--- src/ddr_mode_pkg.sv ---
/*
  Package for the DDR mode-register programming block: command pin bundle,
  mode fields, decoded settings and field positions.
  Assumes the command pins are sampled as levels from the link clock domain.
*/
package ddr_mode_pkg;

  localparam int ADDR_W = 12;
  // Mode register field positions.
  localparam int BL_LO = 0;
  localparam int BL_HI = 2;
  localparam int BT_BIT = 3;
  localparam int CL_LO = 4;
  localparam int CL_HI = 6;
  localparam int TM_BIT = 7;
  localparam int DLLRST_BIT = 8;
  // Extended mode register field positions.
  localparam int DLLDIS_BIT = 0;
  localparam int DRV_BIT = 1;
  // Burst length and latency codes.
  localparam logic [2:0] BL_CODE_2 = 3'h1;
  localparam logic [2:0] BL_CODE_4 = 3'h2;
  localparam logic [2:0] BL_CODE_8 = 3'h3;
  localparam logic [2:0] CL_CODE_2 = 3'h2;
  localparam logic [2:0] CL_CODE_25 = 3'h6;
  // Reset value of captured registers; contents are undefined at power-up.
  localparam logic [ADDR_W-1:0] MR_RESET = 12'h000;
  localparam logic EMR_BA1_RESET = 1'b0;
  // Write completion time in link clocks.
  localparam logic [1:0] WRITE_CYCLES = 2'h2;

  typedef enum logic [1:0] {BL_NONE, BL_2, BL_4, BL_8} burst_len_e;
  typedef enum logic [1:0] {CL_NONE, CL_2, CL_25} cas_lat_e;

  // Command and address pins as sampled.
  typedef struct packed {
    logic csN;
    logic rasN;
    logic casN;
    logic weN;
    logic ba1;
    logic ba0;
    logic [ADDR_W-1:0] addr;
  } cmd_pins_s;

  // Decoded operating settings.
  typedef struct packed {
    burst_len_e burstLen;
    logic burstOrderSelect;
    cas_lat_e casLat;
    logic testModeBit;
    logic dllEnable;
    logic weakDrive;
  } mode_cfg_s;

endpackage

--- src/ddr_mode_register.sv ---
/*
  DDR mode and extended mode register programming logic with burst address
  ordering. The link clock is sampled by mclk (200 MHz) and its rising edges
  found; pins pass a three-stage synchroniser. The controller is assumed to
  keep the precharge, spacing and field-value obligations of the protocol.
*/
`timescale 1ns/1ps
`default_nettype none

module ddr_mode_register (
  // Clock, reset and enable
  input wire logic mclk,
  input wire logic reset,
  input wire logic clkEn,
  // Link pins
  input wire logic linkClk,
  input wire logic linkCke,
  input wire ddr_mode_pkg::cmd_pins_s cmdPins,
  input wire logic selfRefreshExit,
  // Burst address request
  input wire logic burstStart,
  input wire logic [2:0] burstStartAddr,
  // Settings and status
  output var ddr_mode_pkg::mode_cfg_s modeCfg,
  output logic [ddr_mode_pkg::ADDR_W-1:0] modeReg,
  output logic [ddr_mode_pkg::ADDR_W-1:0] extModeReg,
  output logic extModeBa1,
  output logic dllResetPulse,
  output logic loadBusy,
  // Burst address sequence
  output logic [2:0] burstAddr,
  output logic burstValid
);

  localparam int SYNC_W = $bits(ddr_mode_pkg::cmd_pins_s) + 3;

  typedef enum logic [1:0] {IDLE, BURST} burst_state_e;

  // Burst length in beats from the decoded setting.
  function automatic logic [3:0] beatsOf(input ddr_mode_pkg::burst_len_e bl);
    logic [3:0] n;
    n = 4'h0;
    unique case (bl)
      ddr_mode_pkg::BL_2: n = 4'h2;
      ddr_mode_pkg::BL_4: n = 4'h4;
      ddr_mode_pkg::BL_8: n = 4'h8;
      ddr_mode_pkg::BL_NONE: n = 4'h0;
    endcase
    return n;
  endfunction

  logic [SYNC_W-1:0] sync1_q, sync2_q, sync3_q;
  logic [SYNC_W-1:0] sync1_d, sync2_d, sync3_d;
  ddr_mode_pkg::cmd_pins_s pins;
  logic clkSeen, ckeSeen, srxSeen, linkRise, srxRise;
  logic clkPrev_q, clkPrev_d, srxPrev_q, srxPrev_d;
  logic [ddr_mode_pkg::ADDR_W-1:0] mr_q, mr_d, emr_q, emr_d;
  logic ba1_q, ba1_d, dllRst_q, dllRst_d, dllDis_q, dllDis_d;
  logic [1:0] busy_q, busy_d;
  logic isMrs, isEmrs;
  burst_state_e bst_q, bst_d;
  logic [2:0] start_q, start_d, beat_q, beat_d, addr_q, addr_d;
  logic [3:0] beats;
  logic [2:0] mask, nextBeat;

  // Three-stage synchroniser; only stages two and three are looked at.
  always_comb
  begin
    sync1_d = {linkClk, linkCke, selfRefreshExit, cmdPins};
    sync2_d = sync1_q;
    sync3_d = sync2_q;
  end

  always_ff @(posedge mclk)
  begin
    if (reset)
    begin
      sync1_q <= '0;
      sync2_q <= '0;
      sync3_q <= '0;
    end
    else if (clkEn)
    begin
      sync1_q <= sync1_d;
      sync2_q <= sync2_d;
      sync3_q <= sync3_d;
    end
  end

  // The link clock and self refresh exit pins count as changed only once stages two and three agree.
  always_comb
  begin
    pins = sync3_q[SYNC_W-4:0];
    clkSeen = (sync2_q[SYNC_W-1] == sync3_q[SYNC_W-1]) ? sync3_q[SYNC_W-1] : clkPrev_q;
    ckeSeen = sync3_q[SYNC_W-2];
    srxSeen = (sync2_q[SYNC_W-3] == sync3_q[SYNC_W-3]) ? sync3_q[SYNC_W-3] : srxPrev_q;
    linkRise = clkSeen && !clkPrev_q;
    srxRise = srxSeen && !srxPrev_q;
    clkPrev_d = clkSeen;
    srxPrev_d = srxSeen;
  end

  // Command decode on each link rising edge. Pins are taken from the same third stage as the
  // clock, and the controller changes them far inside the 125 ns link period, so the command is stable.
  always_comb
  begin
    isMrs = linkRise && ckeSeen && !pins.csN && !pins.rasN && !pins.casN && !pins.weN && !pins.ba0;
    isEmrs = linkRise && ckeSeen && !pins.csN && !pins.rasN && !pins.casN && !pins.weN && pins.ba0;
  end

  // Register capture. Banks-precharged is the controller's duty, so loads are
  // taken whenever decoded, including during operation.
  always_comb
  begin
    mr_d = mr_q;
    emr_d = emr_q;
    ba1_d = ba1_q;
    dllRst_d = 1'b0;
    dllDis_d = dllDis_q;
    busy_d = busy_q;
    if (linkRise && busy_q != 2'h0)
      busy_d = busy_q - 2'h1;
    if (isMrs)
    begin
      mr_d = pins.addr;
      dllRst_d = pins.addr[ddr_mode_pkg::DLLRST_BIT];
      busy_d = ddr_mode_pkg::WRITE_CYCLES;
    end
    if (isEmrs)
    begin
      emr_d = pins.addr;
      ba1_d = pins.ba1;
      dllDis_d = pins.addr[ddr_mode_pkg::DLLDIS_BIT];
      busy_d = ddr_mode_pkg::WRITE_CYCLES;
    end
    // DLL on at self refresh exit
    if (srxRise)
      dllDis_d = 1'b0;
  end

  always_ff @(posedge mclk)
  begin
    if (reset)
    begin
      mr_q <= ddr_mode_pkg::MR_RESET;
      emr_q <= ddr_mode_pkg::MR_RESET;
      ba1_q <= ddr_mode_pkg::EMR_BA1_RESET;
      dllRst_q <= 1'b0;
      dllDis_q <= 1'b0;
      busy_q <= 2'h0;
      clkPrev_q <= 1'b0;
      srxPrev_q <= 1'b0;
    end
    else if (clkEn)
    begin
      mr_q <= mr_d;
      emr_q <= emr_d;
      ba1_q <= ba1_d;
      dllRst_q <= dllRst_d;
      dllDis_q <= dllDis_d;
      busy_q <= busy_d;
      clkPrev_q <= clkPrev_d;
      srxPrev_q <= srxPrev_d;
    end
  end

  // Field decode; reserved codes decode to NONE and are not acted on.
  always_comb
  begin
    unique case (mr_q[ddr_mode_pkg::BL_HI:ddr_mode_pkg::BL_LO])
      ddr_mode_pkg::BL_CODE_2: modeCfg.burstLen = ddr_mode_pkg::BL_2;
      ddr_mode_pkg::BL_CODE_4: modeCfg.burstLen = ddr_mode_pkg::BL_4;
      ddr_mode_pkg::BL_CODE_8: modeCfg.burstLen = ddr_mode_pkg::BL_8;
      default: modeCfg.burstLen = ddr_mode_pkg::BL_NONE;
    endcase
    modeCfg.burstOrderSelect = mr_q[ddr_mode_pkg::BT_BIT];
    unique case (mr_q[ddr_mode_pkg::CL_HI:ddr_mode_pkg::CL_LO])
      ddr_mode_pkg::CL_CODE_2: modeCfg.casLat = ddr_mode_pkg::CL_2;
      ddr_mode_pkg::CL_CODE_25: modeCfg.casLat = ddr_mode_pkg::CL_25;
      default: modeCfg.casLat = ddr_mode_pkg::CL_NONE;
    endcase
    modeCfg.testModeBit = mr_q[ddr_mode_pkg::TM_BIT];
    modeCfg.dllEnable = !dllDis_q;
    modeCfg.weakDrive = emr_q[ddr_mode_pkg::DRV_BIT];
  end

  // Status outputs from flip-flops; loadBusy is decoded from the busy count.
  assign modeReg = mr_q;
  assign extModeReg = emr_q;
  assign extModeBa1 = ba1_q;
  assign dllResetPulse = dllRst_q;
  assign loadBusy = (busy_q != 2'h0);

  // Burst address generator, one beat per link rising edge.
  always_comb
  begin
    beats = beatsOf(modeCfg.burstLen);
    mask = 3'(beats - 4'h1);
    bst_d = bst_q;
    start_d = start_q;
    beat_d = beat_q;
    addr_d = addr_q;
    nextBeat = beat_q + 3'h1;
    unique case (bst_q)
      IDLE:
      begin
        if (burstStart && beats != 4'h0)
        begin
          start_d = burstStartAddr;
          beat_d = 3'h0;
          addr_d = burstStartAddr;
          bst_d = BURST;
        end
      end
      BURST:
      begin
        if (linkRise)
        begin
          if ({1'b0, nextBeat} == beats || nextBeat == 3'h0)
            bst_d = IDLE;
          else
          begin
            beat_d = nextBeat;
            if (modeCfg.burstOrderSelect)
              addr_d = start_q ^ nextBeat;
            else
              addr_d = (start_q & ~mask) | ((start_q + nextBeat) & mask);
          end
        end
      end
    endcase
  end

  always_ff @(posedge mclk)
  begin
    if (reset)
    begin
      bst_q <= IDLE;
      start_q <= 3'h0;
      beat_q <= 3'h0;
      addr_q <= 3'h0;
    end
    else if (clkEn)
    begin
      bst_q <= bst_d;
      start_q <= start_d;
      beat_q <= beat_d;
      addr_q <= addr_d;
    end
  end

  assign burstAddr = addr_q;
  assign burstValid = (bst_q == BURST);

endmodule

`default_nettype wire

--- config.mk ---
export PLATFORM = sky130hd
export DESIGN_NAME = ddr_mode_register
export DESIGN_NICKNAME = d
export VERILOG_FILES = /design/src/ddr_mode_pkg.sv /design/src/ddr_mode_register.sv
export SDC_FILE = /design/constraint.sdc
export NUM_CORES = 1
export LEC_CHECK = 0
export BUFFER_PORTS_ARGS = -buffer_cell sky130_fd_sc_hd__buf_2
export CORE_MARGIN = 5
export CORE_UTILIZATION = 50
export CTS_CLUSTER_DIAMETER = 100
export DETAILED_ROUTE_END_ITERATION = 7
export HOLD_SLACK_MARGIN = 0.1
export PLACE_DENSITY = 0.83
export SLEW_MARGIN = 20
export SYNTH_ARGS = -nofsm -noshare
export SYNTH_HDL_FRONTEND = slang
export SYNTH_SLANG_ARGS = --single-unit
export TNS_END_PERCENT = 20
--- constraint.sdc ---
create_clock -name mclk -period 3.55 [get_ports mclk]
set_input_delay 0.355 -clock mclk [delete_from_list [all_inputs] [get_ports mclk]]
set_output_delay 0.355 -clock mclk [all_outputs]
set_load 0.005 [all_outputs]
==> flow_summary.rst <==
.. list-table::
   :header-rows: 1

   * - Metric
     - Value
   * - Number of cells after detailed placement
     - roughly 550
   * - Critical Path End Type
     - flip-flop
   * - Share of the synthesized area in the top cell type
     - 0.5002
   * - Fin Setup TNS
     - 0 ns
   * - FFs w/ async S/R, synth
     - 0
   * - Wirelength per Cell
     - approximately 14 µm
   * - Overall power of the completed layout
     - approximately 2 mW
   * - Setup repair after global routing missed its margin
     - no
   * - Post-Synthesis Cells
     - around 400
   * - Portion of total power attributed to the clock network
     - 0.335
   * - Worst slew pin tran
     - ~1.1 ns
   * - Highest clock rate
     - 454.4 MHz
   * - Total number of yosys warnings
     - 0
   * - Pin count of the biggest net entering global routing
     - between 100 and 150
   * - Final core utilization
     - 0.5707
   * - Fin cells
     - 568
   * - CTS sink count
     - approximately 100
   * - Area of the die
     - 10,250 µm²
   * - Number of buffer cells added on primary ports
     - between 60 and 70
   * - Detailed-placement wirelength estimate
     - about 5400 µm
   * - Clk Tree Root Cell
     - clkbuf_8
   * - Worst min-delay path class
     - in -> reg
   * - RD Place Congestion
     - a little over 0.8
   * - Antenna diode count
     - 0
   * - Post-detailed-route via-to-cell ratio
     - about 5.2
   * - Hold buffer count at cts
     - 0
   * - Number of buffers between clock root and the deepest sink
     - 2
   * - Register area share after synthesis
     - 0.5002
   * - Time the worst path needs with I/O delays and setup
     - 2.201 ns
   * - Clock Skews
     - 0.01148 ns
   * - Number of global-route vias before repair
     - 2,936
   * - Biggest area contributors in the synthesized netlist
     - dfxtp_1, mux2i_1, nor2_1
   * - Worst skew pair latency
     - 0.37 ns
   * - Cell count along the critical path
     - 4
   * - Number of instances on the worst hold path
     - 3
   * - Highest ir drop seen on vdd
     - 0.0003075 V
   * - Total number of vias
     - ~3,000
   * - Synthesis-to-finish area growth
     - 12.08%
   * - Detailed Routing Iterations Pass 1
     - 4
   * - Dominant register cell in the synthesized netlist
     - dfxtp_1
   * - Worst relative slew slack
     - 0.2823
   * - Leakage
     - between 2 and 2.5 nW
   * - Highest cell delay on the worst timing path
     - ~0.85 ns
   * - Crit start category
     - flip-flop
   * - Final cycle utilization of the critical path
     - 0.6199
   * - Fraction of power consumed by sequential logic
     - 0.609
   * - Power density over the cells
     - 427.4 nW/µm²
   * - EDFF count, synth
     - 0
   * - Cell family contributing the most delay on the critical path
     - simple AND/OR/NAND/NOR gates
   * - Area of placed instances
     - 4487 µm²
   * - Flop2flop setup slack
     - around 1.3 ns
   * - Class of the most critical setup path
     - reg -> reg
   * - Starting Density
     - 0.5092
   * - Cell repeated most along the worst path
     - and4b_1
   * - Worst-path clk slew
     - around 0.1 ns
   * - Number of setup violations in the final report
     - 0
   * - Syn_area_per_cell
     - 10.20 µm²
   * - Buffers inserted during post-CTS setup optimization
     - 0
   * - Post-cts repair resize count
     - 0
   * - Cells on worst reg2reg path
     - 4
   * - Reg-to-reg critical path startpoint
     - sync2_q[20]
   * - Cell with the most instances after synthesis
     - dfxtp_1
   * - Worst EP arrival
     - about 2.4 ns
   * - Combinational share of power
     - 0.056
   * - Die height
     - slightly above 100 µm
   * - Final net count
     - a little under 500
   * - Final wirelength
     - between 7000 and 8000 µm
   * - Total routing resource utilization after global routing
     - 0.1656
   * - Number of synthesized register bits
     - 104
   * - Pint
     - roughly 1.5 mW
   * - Slew Viols, Final
     - 0
   * - Beginning of the worst hold path
     - cmdPins[5]
   * - Number of buffers inserted during clock tree synthesis
     - 9
   * - Post-route design area
     - 4666 µm²
   * - Remaining antenna violation count
     - 0
   * - Leading post-synthesis cells by instance count
     - dfxtp_1, mux2i_1, nor2_1, clkbuf_1, a21oi_1
   * - Number of cell rows
     - 33
   * - Slowest-stage cell, CP
     - and4b_1
   * - CP max FO
     - 13
   * - Fraction of power spent switching nets
     - 0.2439
   * - Post-synthesis net count
     - 446
   * - Ratio of cells with drive above 1 in the final layout
     - 0.1857
   * - Clock tree from TritonCTS
     - yes
   * - Sw Pwr
     - between 0.4 and 0.5 mW
   * - Run status
     - completed
   * - Antenna violations before repair
     - 0
   * - Overflow left after global routing
     - 0
   * - Maximum capacitance violations
     - 0
   * - DRC violation count after routing
     - 0
   * - Final hold violations
     - 0
   * - Netlist area before placement
     - roughly 4200 µm²
   * - Width of the die
     - 101.2 µm
   * - Number of design-rule violations left by the first detailed-router iteration
     - 122
   * - Count of buffer and inverter cells on the critical path
     - 0
   * - Hold Path End
     - sync1_q[5]
   * - Unique masters post-synth
     - between 40 and 50
   * - Required time reported for the critical path endpoint
     - between 3 and 4 ns
   * - Reg-to-reg critical path endpoint
     - modeReg[2]
   * - Dominant cell type by area after synthesis
     - dfxtp_1
   * - Area of the core
     - just over 8000 µm²
   * - Wire length of the first global-routing pass
     - 13,560 µm
   * - Cell Chain, Critical Path
     - and4b_1 > and4b_1 > mux2i_1 > nor2_1
   * - Number of levels the H-tree was split into
     - 3
   * - Count of pins on the block boundary
     - 67
registers in the layout, summed over array words and instances, names as in the netlist, 2 cells and up:
signal	count
sync3_q	21
busy_q	2
modeReg	12
sync2_q	21
start_q	3
burstAddr	3
beat_q	3
sync1_q	21
extModeReg	12
layout by cell type (no fill, tap or decap), types with 2 or more instances in the layout:
master,netlist,routed
inv_1,10,10
o21ai_0,7,7
and4b_1,2,2
mux2i_1,94,94
nand2b_1,4,4
clkinv_4,0,2
ha_1,9,9
dfxtp_1,104,104
nand2_1,8,8
xor2_1,2,2
a211oi_1,2,2
clkbuf_8,0,9
nor2_1,94,94
clkinv_2,0,2
buf_4,5,4
a21oi_1,12,12
nor3b_1,2,2
a221oi_1,2,2
nand4_1,5,5
a21o_1,2,2
buf_2,9,64
cells by family after synthesis:
logic type                 count (synthesis)  synth area share
DFF                                      104            0.5002
adders and majority gates                 10           0.03186
xor gates and xnor gates                   2          0.004209
AOI/OAI and AO/OA                         31           0.04719
muxes                                     94            0.2260
buffers and inverters                     39           0.04689
and+or+nand+nor                          128            0.1437
routing by layer:
metal  vias up  track usage  wire length (µm)
met4         0      0.05112               115
li1       1488            -                 -
met1      1399       0.2040              3510
met2        59       0.2767              3841
met5         -            0                 0
met3        12      0.05234               438
power by group through the flow:
stage	Sequential, mW	Clock (mW)	Combinational [mW]
final	1.21	0.668	0.112
after global routing	1.22	0.743	0.126
after CTS	1.21	0.692	0.114
after detailed placement	1.24	0	0.114
after global placement	1.24	0	0.110
after floorplan	1.23	0	0.0880
metrics by stage:
| step | hold WS (ns) | setup WS (ns) |
|---|---|---|
| floorplan | 0.4436 | 1.664 |
| global route | 0.2036 | 1.062 |
| global placement | 0.4544 | 1.441 |
| detailed placement | 0.4609 | 1.348 |
| finish | 0.2220 | 1.349 |
| CTS | 0.2037 | 1.344 |
tightest hold or removal path, delay by kind of cell:
family,cells,cell delay [ns]
buffers and inverters,1,0.08
AND/OR/NAND/NOR,1,0.07
multiplexers,1,0.05
how the worst max path moves through the flow:
stage / from / endpoint / slack, ns
after global routing: modeReg[2] / burstAddr[2] / 1.06
after floorplan: modeReg[2] / burstAddr[2] / 1.66
after global placement: clkEn / bst_q[0] / 1.44
after detailed placement: clkEn / modeReg[2] / 1.35
after CTS: modeReg[2] / burstAddr[0] / 1.34
final: sync2_q[20] / modeReg[2] / 1.35
cell type report:
class / count / area, µm²
fillers: 735 / 3510
flip-flops and latches: 104 / 2082
multi-input cells: 265 / 1886
repair buffers: 68 / 350.3
well taps: 105 / 131.4
clock buffers: 9 / 123.9
clock inverters: 7 / 55.05
inverters: 10 / 37.54
No activity file was read; power rests on OpenSTA's default activity.
